--- src/logic/timer16_consts.svh ---
`ifndef TIMER16_CONSTS_SVH
`define TIMER16_CONSTS_SVH

// byte offsets on the 8-bit peripheral bus (4-bit address)
`define TMR_ADDR_FRC_HI   4'h0
`define TMR_ADDR_FRC_LO   4'h1
`define TMR_ADDR_OCR_HI   4'h2
`define TMR_ADDR_OCR_LO   4'h3
`define TMR_ADDR_CAPTURE_REG_A_HI  4'h4
`define TMR_ADDR_CAPTURE_REG_A_LO  4'h5
`define TMR_ADDR_CAPTURE_REG_B_HI  4'h6
`define TMR_ADDR_CAPTURE_REG_B_LO  4'h7
`define TMR_ADDR_CAPTURE_REG_C_HI  4'h8
`define TMR_ADDR_CAPTURE_REG_C_LO  4'h9
`define TMR_ADDR_CAPTURE_REG_D_HI  4'hA
`define TMR_ADDR_CAPTURE_REG_D_LO  4'hB
`define TMR_ADDR_STATUS   4'hC
`define TMR_ADDR_CTRL     4'hD
`define TMR_ADDR_OCTRL    4'hE
`define TMR_ADDR_IRQ_EN   4'hF

// reset values
`define TMR_CNT_RST       16'h0000
`define TMR_CMP_RST       16'hFFFF
`define TMR_CAP_RST       16'h0000
`define TMR_CTRL_RST      8'h00
`define TMR_OCTRL_RST     8'hE0
`define TMR_IRQ_EN_RST    8'h00
`define TMR_OCTRL_ONES    8'hE0

// timer_control fields
`define TMR_EDGE_A        7
`define TMR_EDGE_B        6
`define TMR_EDGE_C        5
`define TMR_EDGE_D        4
`define TMR_BUF_A         3
`define TMR_BUF_B         2
`define TMR_SRC_HI        1
`define TMR_SRC_LO        0

// compare_output_control fields
`define TMR_COMPARE_REG_SELECT          4
`define TMR_OE_A          3
`define TMR_OE_B          2
`define TMR_LVL_A         1
`define TMR_LVL_B         0

// status: flags sit in bits 7..1, clear_on_match_a in bit 0
`define TMR_CLR_A         0

// prescaler tap bits for /2, /8 and /32
`define TMR_TAP_DIV2      0
`define TMR_TAP_DIV8      2
`define TMR_TAP_DIV32     4

`endif

--- src/logic/timer16_pkg.sv ---
`default_nettype none

package timer16_pkg;

  typedef enum logic [1:0] {
    SRC_DIV2,
    SRC_DIV8,
    SRC_DIV32,
    SRC_EXT
  } count_src_t;

  typedef struct packed {
    logic s1;
    logic s2;
    logic s3;
    logic level;
  } pin_sync_state_t;

  typedef struct packed {
    logic [15:0] free_running_counter;
    logic [15:0] compare_reg_a;
    logic [15:0] compare_reg_b;
    logic [15:0] capture_reg_a;
    logic [15:0] capture_reg_b;
    logic [15:0] capture_reg_c;
    logic [15:0] capture_reg_d;
    logic [7:0]  byte_latch;
    logic [7:0]  timer_control;
    logic [7:0]  compare_output_control;
    logic [7:0]  interrupt_enable_reg;
    logic [7:0]  rdata;
    logic [6:0]  flags;
    logic [6:0]  flags_seen;
    logic        clear_on_match_a;
    logic [4:0]  prescale;
    logic        src_level;
    logic        out_level_a;
    logic        out_level_b;
    logic [3:0]  cap_pending;
  } timer_state_t;

endpackage

`default_nettype wire

--- src/logic/pin_sync.sv ---
`timescale 1ns/10ps
`default_nettype none

// three-stage synchroniser; a change is taken once stages two and three agree
module pin_sync (
  input  wire logic ref_clk_i,
  input  wire logic rst_i,
  input  wire logic pin_i,
  output logic      rise_o,
  output logic      fall_o
);

  timer16_pkg::pin_sync_state_t st;
  timer16_pkg::pin_sync_state_t next_st;

  // s1 feeds only s2; the agreement check looks at s2 and s3
  always_comb begin
    next_st = st;
    next_st.s1 = pin_i;
    next_st.s2 = st.s1;
    next_st.s3 = st.s2;
    if (st.s2 == st.s3) begin
      next_st.level = st.s3;
    end
  end

  always_ff @(posedge ref_clk_i) begin
    if (rst_i) begin
      st <= '0;
    end else begin
      st <= next_st;
    end
  end

  // one-cycle pulses on the accepted change
  assign rise_o = (st.s2 & st.s3) & ~st.level;
  assign fall_o = ~(st.s2 | st.s3) & st.level;

endmodule

`default_nettype wire

--- src/logic/capture_compare_timer16.sv ---
`timescale 1ns/10ps
`default_nettype none
`include "timer16_consts.svh"

// Notes on behaviour
// - two select bits pick /2, /8, /32, external
// - external clock counts rising edges; each level must be sampled on two successive clocks
// - output control resets to E0, also low-power
// - output control top three bits read one
// - shared compare address, bit 4 picks A/B
// - bits 3/2 enable compare pins A/B
// - bits 1/0 give match level for A/B
// - one shared byte latch for 16-bit registers
// - upper write to latch, lower write commits both
// - upper read of counter/capture latches lower byte
// - compare registers read directly, no latch
// - counter starts at zero and counts up
// - match drives pin level from level bit
// - compare pins low until first match
// - clear-on-match-A zeroes counter on match A
// - capture edge copies counter, flags, requests interrupt
// - buffered pair shifts A/B into C/D
// - edge select: zero falling, one rising
// - flags hardware-set, cleared by read-1 write-0
// - wrap from FFFF to 0000 sets wrap flag
// - buffer bit makes C/D hold previous capture
module capture_compare_timer16 #(
  parameter int CNT_W = 16
) (
  input  wire logic       ref_clk_i,
  input  wire logic       rst_i,
  input  wire logic       low_power_i,
  input  wire logic [3:0] addr_i,
  input  wire logic       rd_i,
  input  wire logic       wr_i,
  input  wire logic [7:0] wdata_i,
  output logic      [7:0] rdata_o,
  input  wire logic       ext_clk_i,
  input  wire logic       capture_pin_a_i,
  input  wire logic       capture_pin_b_i,
  input  wire logic       capture_pin_c_i,
  input  wire logic       capture_pin_d_i,
  output logic            compare_pin_a_o,
  output logic            compare_pin_a_en_o,
  output logic            compare_pin_b_o,
  output logic            compare_pin_b_en_o,
  output logic            irq_o
);

  // the byte path splits every wide register in exactly two halves
  if (CNT_W != 16) begin : g_width_check
    $error("capture_compare_timer16 supports CNT_W of 16 only");
  end

  localparam timer16_pkg::timer_state_t RESET_STATE = '{
    free_running_counter:   `TMR_CNT_RST,
    compare_reg_a:          `TMR_CMP_RST,
    compare_reg_b:          `TMR_CMP_RST,
    capture_reg_a:          `TMR_CAP_RST,
    capture_reg_b:          `TMR_CAP_RST,
    capture_reg_c:          `TMR_CAP_RST,
    capture_reg_d:          `TMR_CAP_RST,
    timer_control:          `TMR_CTRL_RST,
    compare_output_control: `TMR_OCTRL_RST,
    interrupt_enable_reg:   `TMR_IRQ_EN_RST,
    default:                '0
  };

  timer16_pkg::timer_state_t st;
  timer16_pkg::timer_state_t next_st;

  ////////////////////////////////////////////////////////////////////////////
  // pin synchronisers

  logic [4:0] pin_rise;
  logic [4:0] pin_fall;
  logic [4:0] pin_raw;

  assign pin_raw = {ext_clk_i, capture_pin_a_i, capture_pin_b_i,
                    capture_pin_c_i, capture_pin_d_i};

  // index 4 external clock, 3..0 capture A..D
  for (genvar i = 0; i < 5; i++) begin : g_sync
    pin_sync u_sync (
      .ref_clk_i (ref_clk_i),
      .rst_i     (rst_i),
      .pin_i     (pin_raw[i]),
      .rise_o    (pin_rise[i]),
      .fall_o    (pin_fall[i])
    );
  end

  ////////////////////////////////////////////////////////////////////////////
  // next-state logic

  timer16_pkg::count_src_t src;
  logic       sel_level;
  logic       inc;
  logic       cmp_wr_a;
  logic       cmp_wr_b;
  logic       match_a;
  logic       match_b;
  logic       frc_lo_wr;
  logic       counter_clear;
  logic       wrap;
  logic [3:0] cap_edge;
  logic [3:0] cap_block;
  logic [3:0] cap_fire;
  logic [6:0] flag_set;
  logic [6:0] flag_clr;
  logic       rd_hi_a;
  logic       rd_hi_b;
  logic       rd_hi_c;
  logic       rd_hi_d;
  logic       buf_a;
  logic       buf_b;
  logic       sel_b;

  always_comb begin
    next_st = st;
    src = timer16_pkg::count_src_t'(st.timer_control[`TMR_SRC_HI:`TMR_SRC_LO]);
    buf_a = st.timer_control[`TMR_BUF_A];
    buf_b = st.timer_control[`TMR_BUF_B];
    sel_b = st.compare_output_control[`TMR_COMPARE_REG_SELECT];

    // count source; a switch that looks like a falling edge counts
    next_st.prescale = st.prescale + 5'h01;
    case (src)
      timer16_pkg::SRC_DIV2:  sel_level = st.prescale[`TMR_TAP_DIV2];
      timer16_pkg::SRC_DIV8:  sel_level = st.prescale[`TMR_TAP_DIV8];
      timer16_pkg::SRC_DIV32: sel_level = st.prescale[`TMR_TAP_DIV32];
      default:                sel_level = 1'b0;
    endcase
    next_st.src_level = sel_level;
    if (src == timer16_pkg::SRC_EXT) begin
      inc = pin_rise[4];
    end else begin
      inc = st.src_level & ~sel_level;
    end

    // a lower-byte compare write inhibits that channel's match
    cmp_wr_a = wr_i && addr_i == `TMR_ADDR_OCR_LO && !sel_b;
    cmp_wr_b = wr_i && addr_i == `TMR_ADDR_OCR_LO && sel_b;
    frc_lo_wr = wr_i && addr_i == `TMR_ADDR_FRC_LO;

    // match fires as the counter leaves the matching value
    match_a = inc && st.free_running_counter == st.compare_reg_a
              && !cmp_wr_a;
    match_b = inc && st.free_running_counter == st.compare_reg_b
              && !cmp_wr_b;
    counter_clear = match_a && st.clear_on_match_a;

    // clear beats a write, a write beats an increment
    wrap = 1'b0;
    if (counter_clear) begin
      next_st.free_running_counter = `TMR_CNT_RST;
    end else if (frc_lo_wr) begin
      next_st.free_running_counter = {st.byte_latch, wdata_i};
    end else if (inc) begin
      next_st.free_running_counter =
        st.free_running_counter + 16'h0001;
      wrap = st.free_running_counter == 16'hFFFF;
    end

    // compare levels track matches whether or not the pin is enabled
    if (match_a) begin
      next_st.out_level_a = st.compare_output_control[`TMR_LVL_A];
    end
    if (match_b) begin
      next_st.out_level_b = st.compare_output_control[`TMR_LVL_B];
    end

    // capture edges, 0 falling and 1 rising
    cap_edge[3] = st.timer_control[`TMR_EDGE_A] ? pin_rise[3]
                                                : pin_fall[3];
    cap_edge[2] = st.timer_control[`TMR_EDGE_B] ? pin_rise[2]
                                                : pin_fall[2];
    cap_edge[1] = st.timer_control[`TMR_EDGE_C] ? pin_rise[1]
                                                : pin_fall[1];
    cap_edge[0] = st.timer_control[`TMR_EDGE_D] ? pin_rise[0]
                                                : pin_fall[0];

    // an upper-byte read of a receiving register delays capture a cycle
    rd_hi_a = rd_i && addr_i == `TMR_ADDR_CAPTURE_REG_A_HI;
    rd_hi_b = rd_i && addr_i == `TMR_ADDR_CAPTURE_REG_B_HI;
    rd_hi_c = rd_i && addr_i == `TMR_ADDR_CAPTURE_REG_C_HI;
    rd_hi_d = rd_i && addr_i == `TMR_ADDR_CAPTURE_REG_D_HI;
    cap_block[3] = rd_hi_a || (buf_a && rd_hi_c);
    cap_block[2] = rd_hi_b || (buf_b && rd_hi_d);
    cap_block[1] = rd_hi_c || (buf_a && rd_hi_a);
    cap_block[0] = rd_hi_d || (buf_b && rd_hi_b);
    cap_fire = (cap_edge | st.cap_pending) & ~cap_block;
    next_st.cap_pending = (cap_edge | st.cap_pending) & cap_block;

    // capture transfers; buffered C/D only shift, never take the counter
    if (cap_fire[3]) begin
      next_st.capture_reg_a = st.free_running_counter;
      if (buf_a) begin
        next_st.capture_reg_c = st.capture_reg_a;
      end
    end
    if (cap_fire[2]) begin
      next_st.capture_reg_b = st.free_running_counter;
      if (buf_b) begin
        next_st.capture_reg_d = st.capture_reg_b;
      end
    end
    if (cap_fire[1] && !buf_a) begin
      next_st.capture_reg_c = st.free_running_counter;
    end
    if (cap_fire[0] && !buf_b) begin
      next_st.capture_reg_d = st.free_running_counter;
    end

    // flag order: cap A..D, match A, match B, wrap
    flag_set = {cap_fire, match_a, match_b, wrap};
    flag_clr = 7'h00;
    if (wr_i && addr_i == `TMR_ADDR_STATUS) begin
      flag_clr = st.flags_seen & ~wdata_i[7:1];
      next_st.flags_seen = 7'h00;
      next_st.clear_on_match_a = wdata_i[`TMR_CLR_A];
    end
    // a set in the clearing cycle survives
    next_st.flags = (st.flags & ~flag_clr) | flag_set;

    // register writes; capture registers are read-only
    if (wr_i) begin
      case (addr_i)
        `TMR_ADDR_FRC_HI,
        `TMR_ADDR_OCR_HI: next_st.byte_latch = wdata_i;
        `TMR_ADDR_OCR_LO: begin
          if (sel_b) begin
            next_st.compare_reg_b = {st.byte_latch, wdata_i};
          end else begin
            next_st.compare_reg_a = {st.byte_latch, wdata_i};
          end
        end
        `TMR_ADDR_CTRL:   next_st.timer_control = wdata_i;
        `TMR_ADDR_OCTRL:
          next_st.compare_output_control = wdata_i | `TMR_OCTRL_ONES;
        `TMR_ADDR_IRQ_EN: next_st.interrupt_enable_reg = wdata_i;
        default: ;
      endcase
    end

    // register reads; data appears on the following cycle
    if (rd_i) begin
      case (addr_i)
        `TMR_ADDR_FRC_HI: begin
          next_st.rdata = st.free_running_counter[15:8];
          next_st.byte_latch = st.free_running_counter[7:0];
        end
        `TMR_ADDR_CAPTURE_REG_A_HI: begin
          next_st.rdata = st.capture_reg_a[15:8];
          next_st.byte_latch = st.capture_reg_a[7:0];
        end
        `TMR_ADDR_CAPTURE_REG_B_HI: begin
          next_st.rdata = st.capture_reg_b[15:8];
          next_st.byte_latch = st.capture_reg_b[7:0];
        end
        `TMR_ADDR_CAPTURE_REG_C_HI: begin
          next_st.rdata = st.capture_reg_c[15:8];
          next_st.byte_latch = st.capture_reg_c[7:0];
        end
        `TMR_ADDR_CAPTURE_REG_D_HI: begin
          next_st.rdata = st.capture_reg_d[15:8];
          next_st.byte_latch = st.capture_reg_d[7:0];
        end
        `TMR_ADDR_FRC_LO,
        `TMR_ADDR_CAPTURE_REG_A_LO,
        `TMR_ADDR_CAPTURE_REG_B_LO,
        `TMR_ADDR_CAPTURE_REG_C_LO,
        `TMR_ADDR_CAPTURE_REG_D_LO: next_st.rdata = st.byte_latch;
        `TMR_ADDR_OCR_HI:
          next_st.rdata = sel_b ? st.compare_reg_b[15:8]
                                : st.compare_reg_a[15:8];
        `TMR_ADDR_OCR_LO:
          next_st.rdata = sel_b ? st.compare_reg_b[7:0]
                                : st.compare_reg_a[7:0];
        `TMR_ADDR_STATUS: begin
          next_st.rdata = {st.flags, st.clear_on_match_a};
          next_st.flags_seen = st.flags;
        end
        `TMR_ADDR_CTRL:   next_st.rdata = st.timer_control;
        `TMR_ADDR_OCTRL:
          next_st.rdata = st.compare_output_control | `TMR_OCTRL_ONES;
        `TMR_ADDR_IRQ_EN: next_st.rdata = st.interrupt_enable_reg;
        default:          next_st.rdata = 8'h00;
      endcase
    end

    // low-power modes reset every register as reset does, except the pin synchronisers, which only reset clears
    if (low_power_i) begin
      next_st = RESET_STATE;
    end
  end

  ////////////////////////////////////////////////////////////////////////////
  // state register

  always_ff @(posedge ref_clk_i) begin
    if (rst_i) begin
      st <= RESET_STATE;
    end else begin
      st <= next_st;
    end
  end

  ////////////////////////////////////////////////////////////////////////////
  // outputs

  assign rdata_o = st.rdata;
  // levels start at 0 and move only on a match or back to 0 in low power
  assign compare_pin_a_o = st.out_level_a;
  assign compare_pin_b_o = st.out_level_b;
  // when low the pin goes back to its port function
  assign compare_pin_a_en_o =
    st.compare_output_control[`TMR_OE_A];
  assign compare_pin_b_en_o =
    st.compare_output_control[`TMR_OE_B];
  // one shared request line; software tells sources apart by flag
  assign irq_o = |(st.flags & st.interrupt_enable_reg[7:1]);

endmodule

`default_nettype wire

--- config.mk ---
export PLATFORM = sky130hd
export DESIGN_NAME = capture_compare_timer16
export DESIGN_NICKNAME = d
export VERILOG_FILES = /design/src/logic/timer16_pkg.sv /design/src/logic/pin_sync.sv /design/src/logic/capture_compare_timer16.sv
export VERILOG_INCLUDE_DIRS = /design/src /design/src/logic
export SDC_FILE = /design/constraint.sdc
export NUM_CORES = 1
export LEC_CHECK = 0
export ABC_AREA = 1
export CORE_MARGIN = 3
export CORE_UTILIZATION = 50
export DETAILED_ROUTE_END_ITERATION = 16
export DONT_BUFFER_PORTS = 1
export GPL_TIMING_DRIVEN = 0
export SLEW_MARGIN = 0
export SYNTH_ARGS = -nofsm -noshare
export SYNTH_HDL_FRONTEND = slang
export SYNTH_SLANG_ARGS = --single-unit
--- constraint.sdc ---
create_clock -name ref_clk_i -period 2.6 [get_ports ref_clk_i]
set_clock_uncertainty 0.05 [all_clocks]
set_input_delay 0.52 -clock ref_clk_i [delete_from_list [all_inputs] [get_ports ref_clk_i]]
set_output_delay 0.52 -clock ref_clk_i [all_outputs]
set_load 0.02 [all_outputs]
# --- Yosys cells after proc, flatten, opt, wreduce, memory -nomap -nowiden ---
# Index checks and enable logic that the tools add are counted.
word_totals:
  register_bits: 196
  inputBits: 22
  output_inout_bits: 13
classes:
  addsub: 2
  bitwise_logic: 40
  eq_ne: 26
  reduce_logical: 48
  mux: 31
ops:
  columns: ["op", "n"]
  rows:
  - ["two-way mux 16 bit", 8]
  - ["case mux 8 bit (12 select lines)", 1]
  - ["two-way mux 8 bit", 7]
  - ["case mux 8 bit (5 select lines)", 1]
  - ["== test 16 bit", 2]
  - ["== test 4 bit, second input constant", 8]
  - ["two-way mux 32 bit", 1]
  - ["bitwise AND 7 bit", 3]
  - ["two-way mux 7 bit", 3]
  - ["logical AND 1 bit", 20]
  - ["adder 16 x 1 -> 16 bit, second input constant", 1]
  - ["== test 16 bit, second input constant", 1]
  - ["== test 4 x 3 -> 1 bit, second input constant", 4]
  - ["bitwise AND 1 bit", 15]
  - ["inverter 7 bit", 2]
  - ["inverter 1 bit", 11]
  - ["AND reduction 2 bit", 5]
  - ["nonzero test 2 bit", 5]
  - ["bitwise AND 4 bit", 2]
  - ["== test 4 x 2 -> 1 bit, second input constant", 2]
  - ["two-way mux 1 bit", 8]
  - ["bitwise OR 7 bit", 1]
  - ["OR reduction 7 bit", 1]
  - ["AND reduction 3 bit", 2]
  - ["17 further kinds", 33]

# --- Longest topological paths before layout ---
logic_depth:
  depth_word: 10
  mapped_depth: 13

# --- By module ---
# Synthesis repeated with hierarchy kept, for this count alone.
unflattened:
  hier_cells: 1591
  area_unflattened_um2: 10356.2
by_module_without_submodules:
  columns: ["module", "seq_area_each_um2", "cells_each", "n_inst", "area_per_inst_um2"]
  rows:
  - ["capture_compare_timer16", 3523.4, 1476, 1, 9499.1]
  - ["pin_sync", 80.1, 23, 5, 171.4]

# --- Worst setup path before layout ---
# Ideal clock, no wire load.
synth_timing:
  kind: "input to register"
  startpoint: "in addr_i[0]"
  endpoint: "reg st[70] (netlist name)"
  n_path_buf: 2
  setup_ns: 0.113
  slack_ns: 0.841
  t_arrival_ns: 1.596
  cell_stages: 10
  cell_sequence: "inv_2 > nand2_2 > nor2_4 > nand2_4 > nand4_2 > buf_4 > buf_6 > o21ai_1 > o21ai_1 > inv_1"
synth_via:
  elab_chain_cells: 9
synth_lines:
  columns: ["item", "line", "source"]
  rows:
  - ["from (decl)", "capture_compare_timer16.sv:33", "input wire logic [3:0] addr_i,"]
  - ["== test 4 x 3 -> 1 bit", null, null]
  - ["logical AND 1 bit (no line)", null, null]
  - ["logical AND 1 bit", "capture_compare_timer16.sv:191", "cap_block[0] = rd_hi_d || (buf_b && rd_hi_b);"]
  - ["logical OR 1 bit", "capture_compare_timer16.sv:191", null]
  - ["inverter 4 bit (*)", "capture_compare_timer16.sv:192", "cap_fire = (cap_edge | st.cap_pending) & ~cap_block;"]
  - ["bitwise AND 4 bit (*)", "capture_compare_timer16.sv:192", null]
  - ["logical AND 1 bit", "capture_compare_timer16.sv:211", "if (cap_fire[0] && !buf_b) begin"]
  - ["nonzero test 2 bit (no line)", null, null]
  - ["AND reduction 2 bit (no line)", null, null]
  - ["to (signal assigned)", "capture_compare_timer16.sv:305", "st <= next_st;"]
  - ["to (decl)", "capture_compare_timer16.sv:69", "timer16_pkg::timer_state_t st;"]
# Mark *: on every way between the ends. The rest lies on a longest branch, timed or not.
# A chain may end at the register's enable or synchronous reset.

# --- Worst setup path after layout ---
layout_timing:
  startpoint: "in low_power_i"
  endpoint: "reg st, in the netlist compare_pin_a_o"
layout_via:
  elab_chain_cells: 1
layout_lines:
  columns: ["item", "line", "source"]
  rows:
  - ["from (decl)", "capture_compare_timer16.sv:32", "input wire logic low_power_i,"]
  - ["OR reduction 2 bit (no line)", null, null]
# No other way between the ends.

==> results.toml <==
[run_status]
run_status = "completed"

[finish]
final_common_cell = "nand2_1"
mostFrequentLayoutCells = "nand2_1, dfxtp_1, inv_1, o21ai_0, a21oi_1"
nets = 1523
drive_above_1_share_pct = 6.92
stdcell_area_um2 = 10900
diodes = 0
instances_no_fill = 1768
nFillCells = 1996
areaGrowthSynthToFinish_pct = 9.49

[floorplanning]
core_um2 = 19500
start_util_pct = 51.2
io_pins = 35
die-area_um2 = 21700
fp.dieH_um = 147
die_w_um = 147
rows = 51

[global_route]
grt_pass1_wl_um = 55000
grt_max_degree = 20
grt_antenna_before_repair = 1
grt_usage_pct = 33.3
grt_pass1_vias = 9019
grt.overflow.total = 0

[clock_network]
postCtsSetupRepairBufs = 0
clkTransAtPathRegs_ns = 0.08
clkLatencyLatePin_ns = 0.45
cts_tree = "built"
cts_made_buffers = 17
clock_sinks = 196
clk_path_buf_depth = 2
holdBufCountCts = 0
root_buffer = "clkbuf_16"
cts-resized-gates = 0
cts-htree-levels = 4

[placement]
place_ws_ns = -0.202
place.port_buffers = 0
gp_congestion = 0.981
place_area_um2 = 10300
dp.cells = 1736
dp_hpwl_um = 27300

[pwr]
power.leakage_uw = 0.00473
p_per_area_nw_per_um2 = 582
ir_drop_mv = 0.526
total_power_uw = 6370

[detailed_routing]
wirelength_um = 36800
wl_per_cell_um = 20.8
vias = 10100
first_pass_iters = 6
drtAntennaViolNets = 0
drc = 0
drt-initial-drc-count = 1264
drt-vias-per-instance = 5.71

[yosys]
syn_area_um2 = 10000
syn_nets = 1504
syn_area_per_cell_um2 = 6.80
synth_edf_count = 0
synth_top_area_share_pct = 39.2
synthCells = 1471
synth_area_leader_cell = "dfxtp_1"
ys_warn_count = 0
synth_ff_type = "dfxtp_1"
synthArstFlopShare_pct = 0
ys_top_cells_by_area = "dfxtp_1, nand2_1, o21ai_0, inv_1, a21oi_1"
yosysUniqueCellTypes = 42
ys_ff_latch = 196
ys_seq_area_share_pct = 39.2

[sta]
rsz0062_at_grt = "false"
setup_tns_ns = 0
hold_viol = 0
worst_slack_ns = 0.158
slew_headroom_pct = 47.9
maxSlewViolCount = 0
setup_viol = 0
timing.fmax_ghz = 0.409
tightest_slew_ns = 0.781
period_minus_slack_ns = 2.44
min_period_over_period_pct = 93.9

[worst_setup_path]
crit_chain = "nor2_1 -> buf_2 -> buf_1 -> clkbuf_1 -> o21ai_0 -> nor2_1"
crit_buf_inv = 3
start_kind = "input pin"
cp-end-kind = "flop"
cpMostUsedCell = "nor2_1"
cp_top_family = "buffers and inverters"
cp.arrival_ns = 2.77
required_ns = 2.93
crit_type = "in2reg"
slowest_stage = "clkbuf_1"
critPathMaxFanout = 10
slowest_delay_ns = 0.65

[min_path]
hold_path.class = "in2reg"

[flow_run]
cap_viol_max_count = 0
flip-flops by register name (all words and copies together) (netlist names):
| register | flops |
|---|---|
| compare_pin_a_o | 1 |
| buf_a | 1 |
| compare_pin_a_en_o | 1 |
| sel_b | 1 |
| st | 159 |
| g_sync.u_sync.next_st | 10 |
| compare_pin_b_en_o | 1 |
| buf_b | 1 |
| compare_pin_b_o | 1 |
| g_sync.u_sync.st | 10 |
| rdata_o | 8 |
| src | 2 |
path summary, 6_finish.rpt:
check / slack, ns / depth (start not counted) / endpoint / startpoint
worst min-delay path: 0.11 / 2 / g_sync[2].u_sync.next_st[2] / capture_pin_b_i
worst max-delay path: 0.16 / 6 / compare_pin_a_o / low_power_i
worst min register to register: 0.36 / 2 / g_sync[4].u_sync.next_st[1] / g_sync[4].u_sync.next_st[2]
worst max register to register: 0.25 / 12 / st[173] / st[171]
Yosys cell counts, types with 19 or more instances:
cell type  number
xnor2_1        21
clkbuf_1       32
nor2_1         96
o22ai_1        25
nand3b_1       24
dfxtp_1       196
o21ai_1        26
o211ai_1       19
a21oi_1       140
o21ai_0       149
nand3_1        75
buf_2          36
nand2_1       337
inv_1         189
cell type report:
| type | count | area, um2 | share of cell area (%) |
|---|---|---|---|
| tap | 265 | 332 | 3.03 |
| multi-input combinational | 991 | 4890 | 44.7 |
| buffer | 90 | 450 | 4.12 |
| clock buffer | 17 | 425 | 3.89 |
| sequential | 196 | 3920 | 35.8 |
| inverter | 194 | 728 | 6.65 |
| clock inverter | 15 | 191 | 1.75 |
logic make-up (layout without fill, tap and decap cells):
group	count (synthesis)	count (layout)	synth area share, %
AO/OA/AOI/OAI	380	380	20.4
XOR/XNOR	30	30	2.63
AND/OR/NAND/NOR	569	569	24.5
buffers and inverters	284	316	11.8
multiplexers	1	1	0.100
adder cells (fa/ha/maj)	11	11	1.38
flip-flops	196	196	39.2
per-layer routing:
metal	vias up	wire length (um)	track usage (%)	part of all wire, %
li1	4799	-	-	-
met1	4715	16200	47.5	44
met4	2	987	10.7	2.7
met5	-	12	0	0.033
met3	73	3180	6.32	8.6
met2	498	16400	51.4	45
stage by stage:
stage	hold slack [ns]	utilization [%]
5_1_grt	0.117	56.1
4_1_cts	0.109	56.1
3_5_place_dp	0.344	52.9
2_1_floorplan	0.338	-
3_3_place_gp	0.339	52.9
6_report	0.114	56.1
report_power, final:
part	internal [uW]	switching (uW)	total, uW
Combinational	123	347	469
Clock	1470	1350	2820
Sequential	3050	27.9	3070
Power figures use the tool's default switching activity.
